**src/inc/tcc_consts.vh**
```
`ifndef TCC_CONSTS_VH
`define TCC_CONSTS_VH
// register byte addresses
`define TCC_ADDR_CTRL 12'h000
`define TCC_ADDR_COUNT 12'h004
`define TCC_ADDR_CMPA 12'h008
`define TCC_ADDR_CMPB 12'h00C
`define TCC_ADDR_FLAGS 12'h010
`define TCC_ADDR_FORCE 12'h014
`define TCC_ADDR_PORT 12'h018
// control field positions
`define TCC_CTRL_MODE_LSB 0
`define TCC_CTRL_ACTA_LSB 4
`define TCC_CTRL_ACTB_LSB 6
`define TCC_CTRL_PRESC_LSB 8
// flag bits
`define TCC_FLAG_OVF 0
`define TCC_FLAG_MATCHA 1
`define TCC_FLAG_MATCHB 2
// force / ack bits
`define TCC_FORCE_A 0
`define TCC_FORCE_B 1
// port register bits
`define TCC_PORT_DATA_LSB 0
`define TCC_PORT_DIR_LSB 2
// reset values
`define TCC_RST_CTRL 11'h000
`define TCC_RST_BYTE 8'h00
// waveform modes
`define TCC_MODE_NORMAL 3'h0
`define TCC_MODE_CTC 3'h2
// compare actions
`define TCC_ACT_NONE 2'h0
`define TCC_ACT_TOGGLE 2'h1
`define TCC_ACT_CLEAR 2'h2
`define TCC_ACT_SET 2'h3
// prescale select codes
`define TCC_PS_STOP 3'h0
`define TCC_PS_1 3'h1
`define TCC_PS_8 3'h2
`define TCC_PS_32 3'h3
`define TCC_PS_64 3'h4
`define TCC_PS_128 3'h5
`define TCC_PS_256 3'h6
`define TCC_PS_1024 3'h7
`define TCC_MAX_COUNT 8'hFF
`endif

```
**src/tcc_timer8.v**
```verilog
`timescale 1ns/100ps
`include "tcc_consts.vh"
module tcc_timer8 #(
	parameter PRESC_WIDTH = 10
)(
	input wire ref_clk,
	input wire rst,
	input wire clkEn,
	input wire psel,
	input wire penable,
	input wire pwrite,
	input wire [11:0] paddr,
	input wire [31:0] pwdata,
	output reg [31:0] prdata,
	output reg pready,
	output reg pslverr,
	input wire ovfIntAck,
	input wire matchAIntAck,
	input wire matchBIntAck,
	output reg [1:0] compareOutputState,
	output reg [1:0] pinOut,
	output reg [1:0] pinOutEn,
	output reg overflowFlag,
	output reg chanAMatchFlag,
	output reg chanBMatchFlag
);
	reg [10:0] ctrl_q;
	reg [7:0] counterValue_q;
	reg [7:0] cmpA_q;
	reg [7:0] cmpB_q;
	reg [1:0] portData_q;
	reg [1:0] portDir_q;
	reg [PRESC_WIDTH-1:0] presc_q;
	reg blockMatch_q;
	reg [1:0] matchPend_q;
	reg [2:0] ackSync1_q;
	reg [2:0] ackSync2_q;

	wire [2:0] waveformModeSel = ctrl_q[`TCC_CTRL_MODE_LSB+2:`TCC_CTRL_MODE_LSB];
	wire [1:0] chanAActionSel = ctrl_q[`TCC_CTRL_ACTA_LSB+1:`TCC_CTRL_ACTA_LSB];
	wire [1:0] chanBActionSel = ctrl_q[`TCC_CTRL_ACTB_LSB+1:`TCC_CTRL_ACTB_LSB];
	wire [2:0] prescSel = ctrl_q[`TCC_CTRL_PRESC_LSB+2:`TCC_CTRL_PRESC_LSB];
	wire [3:0] actPair = {chanBActionSel, chanAActionSel};
	wire nonPwm = (waveformModeSel == `TCC_MODE_NORMAL) || (waveformModeSel == `TCC_MODE_CTC);
	wire isCtc = (waveformModeSel == `TCC_MODE_CTC);

	wire acc = psel && penable && pready;
	wire wrAcc = acc && pwrite;
	wire wrCtrl = wrAcc && (paddr == `TCC_ADDR_CTRL);
	wire wrCount = wrAcc && (paddr == `TCC_ADDR_COUNT);
	wire wrCmpA = wrAcc && (paddr == `TCC_ADDR_CMPA);
	wire wrCmpB = wrAcc && (paddr == `TCC_ADDR_CMPB);
	wire wrFlags = wrAcc && (paddr == `TCC_ADDR_FLAGS);
	wire wrForce = wrAcc && (paddr == `TCC_ADDR_FORCE);
	wire wrPort = wrAcc && (paddr == `TCC_ADDR_PORT);
	wire mapped = (paddr == `TCC_ADDR_CTRL) || (paddr == `TCC_ADDR_COUNT)
		|| (paddr == `TCC_ADDR_CMPA) || (paddr == `TCC_ADDR_CMPB)
		|| (paddr == `TCC_ADDR_FLAGS) || (paddr == `TCC_ADDR_FORCE)
		|| (paddr == `TCC_ADDR_PORT);

	// prescaled timer clock enable
	reg timerTick;
	always @*
	begin
		case (prescSel)
			`TCC_PS_1: timerTick = 1'b1;
			`TCC_PS_8: timerTick = (presc_q[2:0] == 3'h7);
			`TCC_PS_32: timerTick = (presc_q[4:0] == 5'h1F);
			`TCC_PS_64: timerTick = (presc_q[5:0] == 6'h3F);
			`TCC_PS_128: timerTick = (presc_q[6:0] == 7'h7F);
			`TCC_PS_256: timerTick = (presc_q[7:0] == 8'hFF);
			`TCC_PS_1024: timerTick = (presc_q[9:0] == 10'h3FF);
			default: timerTick = 1'b0;
		endcase
	end

	wire [1:0] rawMatch = {counterValue_q == cmpB_q, counterValue_q == cmpA_q};
	wire [1:0] match = rawMatch & {2{~blockMatch_q}};
	wire ctcClear = isCtc && match[0];
	wire [7:0] countNext = ctcClear ? 8'h00 : counterValue_q + 8'h01;
	wire wrapToZero = (counterValue_q == `TCC_MAX_COUNT) && !ctcClear;

	always @(posedge ref_clk)
	begin
		if (rst)
			presc_q <= {PRESC_WIDTH{1'b0}};
		else if (clkEn)
			presc_q <= (prescSel == `TCC_PS_STOP) ? {PRESC_WIDTH{1'b0}} : presc_q + 1'b1;
	end

	// control, compare and port registers
	always @(posedge ref_clk)
	begin
		if (rst)
		begin
			ctrl_q <= `TCC_RST_CTRL;
			cmpA_q <= `TCC_RST_BYTE;
			cmpB_q <= `TCC_RST_BYTE;
			portData_q <= 2'h0;
			portDir_q <= 2'h0;
		end
		else if (clkEn)
		begin
			if (wrCtrl)
				ctrl_q <= pwdata[10:0];
			if (wrCmpA)
				cmpA_q <= pwdata[7:0];
			if (wrCmpB)
				cmpB_q <= pwdata[7:0];
			if (wrPort)
			begin
				portData_q <= pwdata[`TCC_PORT_DATA_LSB+1:`TCC_PORT_DATA_LSB];
				portDir_q <= pwdata[`TCC_PORT_DIR_LSB+1:`TCC_PORT_DIR_LSB];
			end
		end
	end

	// counter: software write has priority
	always @(posedge ref_clk)
	begin
		if (rst)
		begin
			counterValue_q <= `TCC_RST_BYTE;
			blockMatch_q <= 1'b0;
		end
		else if (clkEn)
		begin
			if (wrCount)
			begin
				counterValue_q <= pwdata[7:0];
				blockMatch_q <= 1'b1;
			end
			else if (timerTick)
			begin
				counterValue_q <= countNext;
				blockMatch_q <= 1'b0;
			end
		end
	end

	// interrupt acknowledges arrive from the outside: synchronise
	always @(posedge ref_clk)
	begin
		if (rst)
		begin
			ackSync1_q <= 3'h0;
			ackSync2_q <= 3'h0;
		end
		else if (clkEn)
		begin
			ackSync1_q <= {matchBIntAck, matchAIntAck, ovfIntAck};
			ackSync2_q <= ackSync1_q;
		end
	end

	// flags: hardware set wins over any clear
	wire [2:0] flagClr = (wrFlags ? pwdata[2:0] : 3'h0) | ackSync2_q;
	wire ovfSet = timerTick && !wrCount && wrapToZero;
	always @(posedge ref_clk)
	begin
		if (rst)
		begin
			overflowFlag <= 1'b0;
			chanAMatchFlag <= 1'b0;
			chanBMatchFlag <= 1'b0;
			matchPend_q <= 2'h0;
		end
		else if (clkEn)
		begin
			if (timerTick)
				matchPend_q <= match;
			if (ovfSet)
				overflowFlag <= 1'b1;
			else if (flagClr[`TCC_FLAG_OVF])
				overflowFlag <= 1'b0;
			if (timerTick && matchPend_q[0])
				chanAMatchFlag <= 1'b1;
			else if (flagClr[`TCC_FLAG_MATCHA])
				chanAMatchFlag <= 1'b0;
			if (timerTick && matchPend_q[1])
				chanBMatchFlag <= 1'b1;
			else if (flagClr[`TCC_FLAG_MATCHB])
				chanBMatchFlag <= 1'b0;
		end
	end

	// compare output state and pin stage per channel
	genvar ch;
	generate
		for (ch = 0; ch < 2; ch = ch + 1)
		begin : gChan
			wire [1:0] act = actPair[2*ch+1:2*ch];
			wire forceHit = wrForce && pwdata[ch] && nonPwm;
			wire doAct = (timerTick && match[ch] && !wrCount) || forceHit;
			reg nextState;
			always @*
			begin
				case (act)
					`TCC_ACT_TOGGLE: nextState = ~compareOutputState[ch];
					`TCC_ACT_CLEAR: nextState = 1'b0;
					`TCC_ACT_SET: nextState = 1'b1;
					default: nextState = compareOutputState[ch];
				endcase
			end
			always @(posedge ref_clk)
			begin
				if (rst)
				begin
					compareOutputState[ch] <= 1'b0;
					pinOut[ch] <= 1'b0;
					pinOutEn[ch] <= 1'b0;
				end
				else if (clkEn)
				begin
					if (doAct && nonPwm)
						compareOutputState[ch] <= nextState;
					pinOut[ch] <= (act != `TCC_ACT_NONE) ? compareOutputState[ch]
						: portData_q[ch];
					pinOutEn[ch] <= portDir_q[ch];
				end
			end
		end
	endgenerate

	// APB slave: no wait state, ready in the first access cycle
	always @(posedge ref_clk)
	begin
		if (rst)
		begin
			pready <= 1'b0;
			pslverr <= 1'b0;
			prdata <= 32'h00000000;
		end
		else if (clkEn)
		begin
			pready <= psel && !penable;
			pslverr <= psel && !penable && !mapped;
			prdata <= 32'h00000000;
			if (psel && !penable && !pwrite)
			begin
				case (paddr)
					`TCC_ADDR_CTRL: prdata <= {21'h000000, ctrl_q};
					`TCC_ADDR_COUNT: prdata <= {24'h000000, counterValue_q};
					`TCC_ADDR_CMPA: prdata <= {24'h000000, cmpA_q};
					`TCC_ADDR_CMPB: prdata <= {24'h000000, cmpB_q};
					`TCC_ADDR_FLAGS: prdata <= {29'h00000000, chanBMatchFlag,
						chanAMatchFlag, overflowFlag};
					`TCC_ADDR_PORT: prdata <= {26'h0000000, compareOutputState,
						portDir_q, portData_q};
					default: prdata <= 32'h00000000;
				endcase
			end
		end
	end
endmodule

```
**config.mk**
```make
export PLATFORM = sky130hd
export DESIGN_NAME = tcc_timer8
export DESIGN_NICKNAME = d
export VERILOG_FILES = /design/src/tcc_timer8.v
export VERILOG_INCLUDE_DIRS = /design/src /design/src/inc
export SDC_FILE = /design/constraint.sdc
export NUM_CORES = 1
export LEC_CHECK = 0
export BUFFER_PORTS_ARGS = -buffer_cell sky130_fd_sc_hd__buf_2
export CORE_MARGIN = 2
export CORE_UTILIZATION = 38
export CTS_CLUSTER_SIZE = 25
export DETAILED_ROUTE_END_ITERATION = 10
export SLEW_MARGIN = 30
export SYNTH_ARGS = -nofsm -noshare
export SYNTH_HDL_FRONTEND = slang
export SYNTH_SLANG_ARGS = --single-unit
```
**constraint.sdc**
```tcl
create_clock -name ref_clk -period 3.3 [get_ports ref_clk]
set_clock_uncertainty 0.2 [all_clocks]
set_input_delay 0.495 -clock ref_clk [delete_from_list [all_inputs] [get_ports ref_clk]]
set_output_delay 0.495 -clock ref_clk [all_outputs]
set_load 0.1 [all_outputs]
```
==> out/results.ini, run 1 <==
[placed_design]
gp_congestion = 0.901
port_buffers = 53
pre_cts_ws_ns = 0.290
dpl.hpwl_mm = 8.28

[floorplanning]
start_util = 0.390
die_w_um = 110
fp.coreArea_um2 = 10800
num_rows = 38
die_h_um = 110
top_level_ports = 96
dieArea_um2 = 12000

[route]
firstDrtPassIters = 5
drt_wl_total_mm = 11.5
viasPerCell = 5.47
route.vias.total = 3768
drc_errors = 0
wl_per_cell_um = 16.7
drt_iter0_markers = 314
drtAntennaViolNets = 0

[logic_synthesis]
synth_top_flop_cell = dfxtp_1
synth_area_per_cell_um2 = 8.43
synth-edff-count = 0
ys_ff_latch = 80
ys_types = 64
ys_seq_area_frac = 0.379
synthCells = 502
syn_area_um2 = 4230
yosysWarnings = 0
ys_async_sr_fraction = 0

[clock_network]
post-cts-setup-buffers = 0
cts_max_level = 3
cts_made_buffers = 9
path_clk_slew_ns = 0.08
hold_buffers = 0
clock-root-buffer = clkbuf_8
cts-resized-gates = 0
cts_tree = done
clkLatencyLatePin_ns = 0.36
clk_path_buf_depth = 2
cts_sinks = 80

[global_routing]
first_global_vias = 3360
busiest_layer = met1
grt_pass1_wl_mm = 18.1
antenna_found_initial = 0
use_met2 = 0.288
gr-usage-met3 = 0.0385
met1_usage = 0.294
grt.overflow.total = 0
grtUsageTotal = 0.199
grt_start_max_net_pins = 37

[worst_setup_path]
reg2reg_depth = 10
r2r_start = presc_q[0]
rrSetupSlack_ns = 0.69
r2r_end = compareOutputState[0]
crit_type = input pin to flop
startpoint_type = input pin
crit_arrival_ns = 2.76
crit_path_end_kind = flop
path_max_fanout = 8
crit_required_ns = 3.34

[timing]
maxSlewViolCount = 0
post-route-period-util = 0.826
rsz0062_at_grt = false
setup_viol = 0
post-route-min-period_ns = 2.73
finalHoldViolCount = 0
fin_setup_tns_ns = 0
worst_pin_slew_ns = 0.798
layout_setup_ws_ns = 0.573
relSlewSlack = 0.463
max_freq_mhz = 367

[layout]
multi_input_area_um2 = 2360
layout_common_cells = dfxtp_1, nor2_1, nand2_1
final_nets = 601
n_antenna_cell = 0
layout_commonest_cell = dfxtp_1
seq_area_um2 = 1600
fillerInstances = 1087
layout-drive-gt1-share = 0.171
area_delta_synth_final_pct = 12.7

[pwr]
p_clk_frac = 0.421
power_density_nw_per_um2 = 441
p_leak_nw = 1.81
ir_worst_vdd_mv = 0.283
combPwrFrac = 0.113
seqPwrFrac = 0.465
swShare = 0.278
switchingPower_mw = 0.584
intPower_mw = 1.52

[run]
maxCapViolCount = 0

[worst_hold_path]
min_path_cells = 3
hp-start = matchAIntAck
whs_endpoint = ackSync1_q[1]
hold_class = input pin to flop

[outcome]
status = complete, no violations

==> critical path, cell delays in order <==
cell,delay (ns)
buf_2,0.10
or4_4,0.58
or3_4,0.49
nor4_1,0.69
a21oi_1,0.16
a41oi_1,0.20
nor2_1,0.05
==> cells by family (layout without fill, tap and decap cells) <==
| group | after synthesis | count (layout) | share of synthesized area |
|---|---|---|---|
| other | 1 | 21 | 0.000886 |
| xor gates and xnor gates | 22 | 22 | 0.0455 |
| muxes | 39 | 39 | 0.101 |
| DFF | 80 | 80 | 0.379 |
| adders and majority gates | 4 | 4 | 0.0118 |
| and+or+nand+nor | 197 | 197 | 0.226 |
| AOI/OAI and AO/OA | 97 | 97 | 0.154 |
| buffers and inverters | 62 | 89 | 0.0813 |
==> power groups by stage <==
stage | registers, mW | clock network, mW | logic, mW
detailed placement | 1.00 | 0 | 0.237
global route | 0.980 | 0.950 | 0.251
floorplan | 1.01 | 0 | 0.192
finish | 0.978 | 0.885 | 0.239
global placement | 1.00 | 0 | 0.236
CTS | 0.978 | 0.902 | 0.238
==> cell usage after synthesis (all sizes together), types with 5 or more instances <==
master	n	area, um^2
dfxtp	80	1600
nor2	63	236
nand2	60	225
mux2i	35	350
a21oi	33	165
buf	29	220
clkbuf	25	93.8
nand3	19	95.1
o21ai	16	80.1
xnor2	14	123
nor3	8	40.0
nor4	8	71.3
xor2	8	70.1
inv	7	26.3
a21o	6	45.0
and3	6	42.5
or3	5	36.3
==> per-layer routing <==
metal | routed length (um) | vias to the layer above
met4 | 184 | 0
met3 | 961 | 15
met2 | 4930 | 182
li1 | - | 1819
met1 | 5420 | 1752
met5 | 0 | -
==> final cells by class <==
cell class / count / area share
well taps: 140 / 0.0368
clock inverters: 7 / 0.0252
multi-input cells: 380 / 0.495
flip-flops and latches: 80 / 0.336
repair buffers: 65 / 0.0746
inverters: 8 / 0.00630
clock buffers: 9 / 0.0260
==> registers in the layout, summed over array words and instances, names as in the netlist <==
name / flops
ackSync2_q: 3
compareOutputState: 2
pinOutEn: 2
counterValue_q: 8
prdata: 11
ackSync1_q: 3
cmpA_q: 8
pinOut: 2
pready: 1
blockMatch_q: 1
ctrl_q: 11
pslverr: 1
matchPend_q: 2
presc_q: 10
chanBMatchFlag: 1
portDir_q: 2
chanAMatchFlag: 1
portData_q: 2
overflowFlag: 1
cmpB_q: 8
==> worst max path at each step <==
| stage | startpoint | to |
|---|---|---|
| 3_3_place_gp | paddr[9] | chanAMatchFlag |
| 2_1_floorplan | pready | cmpA_q[0] |
| 3_5_place_dp | paddr[9] | overflowFlag |
| 6_report | paddr[9] | overflowFlag |
| 4_1_cts | paddr[9] | overflowFlag |
| 5_1_grt | paddr[9] | chanBMatchFlag |
==> metrics by stage <==
stage          utilization  area [um^2]  total power, mW  hold WS [ns]  cells
2_1_floorplan            -         4310             1.20         0.235    522
3_3_place_gp         0.417         4520             1.24         0.248    673
3_5_place_dp         0.417         4520             1.24         0.252    673
4_1_cts              0.440         4770             2.12         0.171    689
5_1_grt              0.440         4770             2.18         0.175    689
6_report             0.440         4770             2.10         0.175    689
(Power assumes the default switching activity.)
==> inputs of run 2 (changes only) <==
==> constraint.sdc (replaced) <==
create_clock -name ref_clk -period 2.3 [get_ports ref_clk]
set_clock_uncertainty 0.2 [all_clocks]
set_input_delay 0.345 -clock ref_clk [delete_from_list [all_inputs] [get_ports ref_clk]]
set_output_delay 0.345 -clock ref_clk [all_outputs]
set_load 0.1 [all_outputs]
==> out/results.ini, run 2 (synthesis results as in run 1) <==
[timing]
post-route-period-util = 0.997
finalHoldViolCount = 0  ; unchanged
setup_viol = 0  ; unchanged
post-route-min-period_ns = 2.29
maxSlewViolCount = 0  ; unchanged
fin_setup_tns_ns = 0  ; unchanged
max_freq_mhz = 436
worst_pin_slew_ns = 0.544  ; -0.254 ns
relSlewSlack = 0.637  ; +0.175
rsz0062_at_grt = true
layout_setup_ws_ns = 0.00651  ; -0.566 ns

[clock_network]
cts_tree = done
clock-root-buffer = clkbuf_8
cts_sinks = 80  ; unchanged
clk_path_buf_depth = 2  ; unchanged
hold_buffers = 0  ; unchanged
cts_max_level = 3  ; unchanged
path_clk_slew_ns = 0.09  ; about the same
cts_made_buffers = 9  ; unchanged
clkLatencyLatePin_ns = 0.36  ; about the same

[route]
firstDrtPassIters = 5  ; unchanged
drt_iter0_markers = 305  ; -2.9%
drtAntennaViolNets = 0  ; unchanged
route.vias.total = 3911  ; +3.8%
wl_per_cell_um = 17.0  ; +2.0%
viasPerCell = 5.45  ; -0.40%
drt_wl_total_mm = 12.2  ; +6.3%
drc_errors = 0  ; unchanged

[worst_setup_path]
crit_arrival_ns = 2.36  ; -0.40 ns
crit_required_ns = 2.36  ; -0.98 ns
r2r_start = presc_q[1]
rrSetupSlack_ns = 0.007  ; -0.68 ns
path_max_fanout = 8  ; unchanged
startpoint = presc_q[1]
startpoint_type = flop
reg2reg_depth = 10  ; unchanged
crit_type = flop to flop
crit_path_end_kind = flop
r2r_end = counterValue_q[3]

[global_routing]
grt.overflow.total = 0  ; unchanged
antenna_found_initial = 0  ; unchanged
grtUsageTotal = 0.215  ; +0.0160
grt_start_max_net_pins = 64  ; +73%
grt_pass1_wl_mm = 19.5  ; +7.3%
first_global_vias = 3742  ; +11%

[floorplanning]
fp.coreArea_um2 = 10800  ; unchanged
top_level_ports = 96  ; unchanged
start_util = 0.390  ; unchanged
num_rows = 38  ; unchanged
dieArea_um2 = 12000  ; unchanged
die_h_um = 110  ; unchanged
die_w_um = 110  ; unchanged

[layout]
layout-drive-gt1-share = 0.247  ; +0.0762
final_cell_area_um2 = 5140  ; +7.8%
final_nets = 630  ; +4.8%
layout_commonest_cell = dfxtp_1
fillerInstances = 1052  ; -3.2%
n_antenna_cell = 0  ; unchanged
area_delta_synth_final_pct = 21.5
layout_common_cells = dfxtp_1, nor2_1, nand2_1
reg_top3 = ctrl_q: 11 flops, prdata: 11 flops, presc_q: 10 flops

[placed_design]
port_buffers = 53  ; unchanged
placed_cell_area_um2 = 4770  ; +5.4%
dpl.hpwl_mm = 8.68  ; +4.8%
gp_congestion = 0.897  ; -0.50%
pre_cts_ws_ns = -0.397  ; -0.687 ns

[worst_hold_path]
hp-start = pwdata[9]
hold_class = input pin to flop
min_path_cells = 3  ; unchanged
whs_endpoint = ctrl_q[9]

[run]
maxCapViolCount = 0  ; unchanged

[pwr]
power_density_nw_per_um2 = 573  ; +30%
ir_worst_vdd_mv = 0.429  ; +52%
p_leak_nw = 1.99  ; +9.9%

[outcome]
status = complete, no violations

-- run 2: worst max-delay path by stage --
| stage | to | slack [ns] | cells after the start |
|---|---|---|---|
| after global placement | counterValue_q[4] | -0.33 | 7 |
| after detailed placement | counterValue_q[4] | -0.40 | 7 |
| after CTS | compareOutputState[0] | 0.02 | 9 |
| after global routing | counterValue_q[4] | -0.09 | 10 |
| final | counterValue_q[3] | 0.007 | 10 |
| after floorplan | ctrl_q[4] | -0.40 | 9 |
-- run 2: layout make-up --
class | instances | area, um^2 | area share
clock buffer | 11 | 141 | 0.0275
inverter | 8 | 30.0 | 0.00584
clock inverter | 5 | 80.1 | 0.0156
sequential | 80 | 1610 | 0.312
tap | 140 | 175 | 0.0341
multi-input combinational | 380 | 2490 | 0.484
timing repair buffer | 94 | 621 | 0.121
-- run 2: critical path, cell delays in order (launching register included) --
cell and delay (ns):
dfxtp_2 0.36, ha_4 0.15, and3_4 0.19, ha_4 0.12, inv_2 0.03, a311oi_2 0.27, a41oi_2 0.09, buf_6 0.18
a21o_4 0.25, a21o_1 0.16, a32o_1 0.19
-- run 2: per-stage QoR --
stage / hold slack [ns] / instances / util / total power [mW]
after detailed placement: 0.248 / 700 / 0.440 / 1.80
final: 0.0186 / 718 / 0.474 / 2.94
after CTS: 0.0140 / 716 / 0.464 / 2.96
after global placement: 0.245 / 700 / 0.440 / 1.79
after global routing: 0.0114 / 718 / 0.474 / 3.05
after floorplan: 0.235 / 522 / - / 1.73
-- run 2: power breakdown --
part	switching [mW]	internal [mW]	leakage (nW)
Combinational	0.292	0.0781	1.23
Sequential	0.00634	1.39	0.647
Clock	0.534	0.640	0.106
Total	0.832	2.11	1.99
-- run 2: timing repair --
item	in CTS	in global routing
buffers inserted	0	2
gates resized for setup	11	20
endpoints found under the setup margin	12	24
pin swaps	2	9
-- run 2: per-layer routing --
metal / wire length (um) / part of all wire / global-route usage
met1: 5710 / 0.47 / 0.293
met2: 5580 / 0.46 / 0.349
met3: 781 / 0.064 / 0.0409
met4: 158 / 0.013 / 0.0552
met5: 0 / 0 / 0
==> inputs of run 3 (changes only) <==
--- a/config.mk
+++ b/config.mk
@@ -7,10 +7,13 @@
 export NUM_CORES = 1
 export LEC_CHECK = 0
 export BUFFER_PORTS_ARGS = -buffer_cell sky130_fd_sc_hd__buf_2
+export CELL_PAD_IN_SITES_DETAIL_PLACEMENT = 2
+export CELL_PAD_IN_SITES_GLOBAL_PLACEMENT = 2
 export CORE_MARGIN = 2
-export CORE_UTILIZATION = 38
+export CORE_UTILIZATION = 29
 export CTS_CLUSTER_SIZE = 25
 export DETAILED_ROUTE_END_ITERATION = 10
+export PLACE_DENSITY_LB_ADDON = 0.1
 export SLEW_MARGIN = 30
 export SYNTH_ARGS = -nofsm -noshare
 export SYNTH_HDL_FRONTEND = slang
==> out/results.ini, run 3 (synthesis results as in run 1) <==
[outcome]
status = finished with violations
violations = setup timing

[worst_hold_path]
hold_class = input pin to flop

[layout]
seq_area_um2 = 1610  ; unchanged
layout_commonest_cell = dfxtp_1
layout-drive-gt1-share = 0.269  ; +0.0212
n_antenna_cell = 0  ; unchanged
fillerInstances = 1661  ; +58%
reg_top3 = ctrl_q: 11 flops, prdata: 11 flops, presc_q: 10 flops
fin_util = 0.377  ; -0.0965
final_nets = 644  ; +2.2%
area_delta_synth_final_pct = 28.2
layout_common_cells = dfxtp_1, nor2_1, nand2_1
multi_input_area_um2 = 2500  ; +0.50%

[global_routing]
first_global_vias = 4339  ; +16%
grt.overflow.total = 0  ; unchanged
grt_start_max_net_pins = 64  ; unchanged
antenna_found_initial = 0  ; unchanged
grt_pass1_wl_mm = 25.2  ; +29%
grtUsageTotal = 0.207  ; -0.00789

[route]
drtAntennaViolNets = 0  ; unchanged
drt_wl_total_mm = 15.7  ; +28%
route.vias.total = 4029  ; +3.0%
drt_iter0_markers = 158  ; -48%
viasPerCell = 5.19  ; -4.7%
drc_errors = 0  ; unchanged
firstDrtPassIters = 5  ; unchanged
wl_per_cell_um = 20.2  ; +19%

[pwr]
p_clk_frac = 0.447  ; +0.048
intPower_mw = 2.31  ; +9.4%
switchingPower_mw = 0.921  ; +11%
seqPwrFrac = 0.434  ; -0.042
power_density_nw_per_um2 = 596  ; +4.0%
p_leak_nw = 2.10  ; +5.5%
swShare = 0.285  ; +0.00230
ir_worst_vdd_mv = 0.297  ; -31%
combPwrFrac = 0.119  ; -0.007

[placed_design]
dpl.hpwl_mm = 11.3  ; +30%
port_buffers = 53  ; unchanged
gp_congestion = 0.851  ; -5.2%
pre_cts_ws_ns = -0.694  ; -0.297 ns

[clock_network]
cts_sinks = 80  ; unchanged
cts_made_buffers = 9  ; unchanged
clkLatencyLatePin_ns = 0.35  ; about the same
cts_tree = done
cts_max_level = 3  ; unchanged
clock-root-buffer = clkbuf_16
clk_path_buf_depth = 2  ; unchanged
path_clk_slew_ns = 0.06  ; -0.03 ns

[timing]
finalHoldViolCount = 0  ; unchanged
setup_viol = 3  ; +3
layout_setup_ws_ns = -0.0187  ; -0.0252 ns
rsz0062_at_grt = true
post-route-period-util = 1.01  ; +0.0110
maxSlewViolCount = 0  ; unchanged
post-route-min-period_ns = 2.32  ; +0.0252 ns
max_freq_mhz = 431  ; -1.1%

[floorplanning]
fp.coreArea_um2 = 14400  ; +33%
start_util = 0.294  ; -0.0958
dieArea_um2 = 15600  ; +30%
num_rows = 44  ; +16%
die_h_um = 125  ; +14%
die_w_um = 125  ; +14%
top_level_ports = 96  ; unchanged

[worst_setup_path]
path_max_fanout = 8  ; unchanged
worst_path_most_repeated_cell = ha_4
cp_slowest_stage_delay_ns = 0.35  ; about the same
crit_path_end_kind = flop
crit_type = flop to flop
slowest_stage = dfxtp_2
crit_arrival_ns = 2.36  ; about the same
crit_required_ns = 2.34  ; -0.02 ns
path_cells = ha_4 -> and3_4 -> ha_4 -> inv_2 -> a311oi_2 -> a41oi_2 -> buf_6 -> a21o_4 -> a21o_1 -> a32o_1
startpoint_type = flop

[run]
maxCapViolCount = 0  ; unchanged

## run 3: cell count changes in the layout (fill, tap and decap cells not counted), sizes merged
cell    change
buf        +14
clkinv      +2
bufinv      -1
clkbuf      -1
## run 3: cell type report
class                   count  area share
inverters                   8     0.00554
clock inverters             6      0.0111
well taps                 184      0.0424
multi-input cells         380       0.461
clock buffers              10      0.0422
flip-flops and latches     80       0.296
repair buffers            108       0.142
## run 3: through the flow
| stage | setup TNS, ns | hold WS, ns | std cells | instance area [um^2] | total power [mW] |
|---|---|---|---|---|---|
| floorplan | -10.07 | 0.235 | 522 | 4310 | 1.73 |
| CTS | -0.0303 | 0.0235 | 772 | 5320 | 3.27 |
| global route | -0.727 | 0.0325 | 776 | 5420 | 3.37 |
| finish | -0.0289 | 0.0348 | 776 | 5420 | 3.23 |
| detailed placement | -14.97 | 0.260 | 752 | 4890 | 1.81 |
| global placement | -12.39 | 0.245 | 752 | 4890 | 1.81 |
## run 3: final timing paths
path,startpoint,end,slack [ns],cells past startpoint
worst max-delay path,presc_q[1],counterValue_q[3],-0.02,10
worst min-delay path,pwdata[10],ctrl_q[10],0.03,3
worst max register to register,presc_q[1],counterValue_q[3],-0.02,10
worst min register to register,prdata[8],prdata[8],0.27,2
## run 3: per-layer routing
metal,wire length (um),track usage,up-vias,part of all wire
li1,-,-,1906,-
met1,7230,0.268,2029,0.46
met2,7710,0.352,76,0.49
met3,456,0.0284,18,0.029
met4,304,0.0727,0,0.019
met5,0,0,-,0
## run 3: worst max-delay path: cells and delay by family (launching register included)
kind            cells  cell delay, ns
compound gates      5            0.98
fa+ha+maj           2            0.28
flops               1            0.35
simple gates        1            0.20
buf+inv             2            0.23
## run 3: power groups by stage
stage,Sequential (mW),Combinational [mW],Clock (mW)
after floorplan,1.45,0.276,0
after CTS,1.40,0.384,1.48
final,1.40,0.385,1.44
after detailed placement,1.43,0.378,0
after global routing,1.40,0.407,1.56
after global placement,1.43,0.373,0
## run 3: timing repair
action                     in CTS  in global routing
setup endpoints to repair      21                 34
hold buffers                    0                  0
pin swaps                       6                  7
resized for setup              21                 11
buffers inserted                4                  4
gates cloned                    0                  0
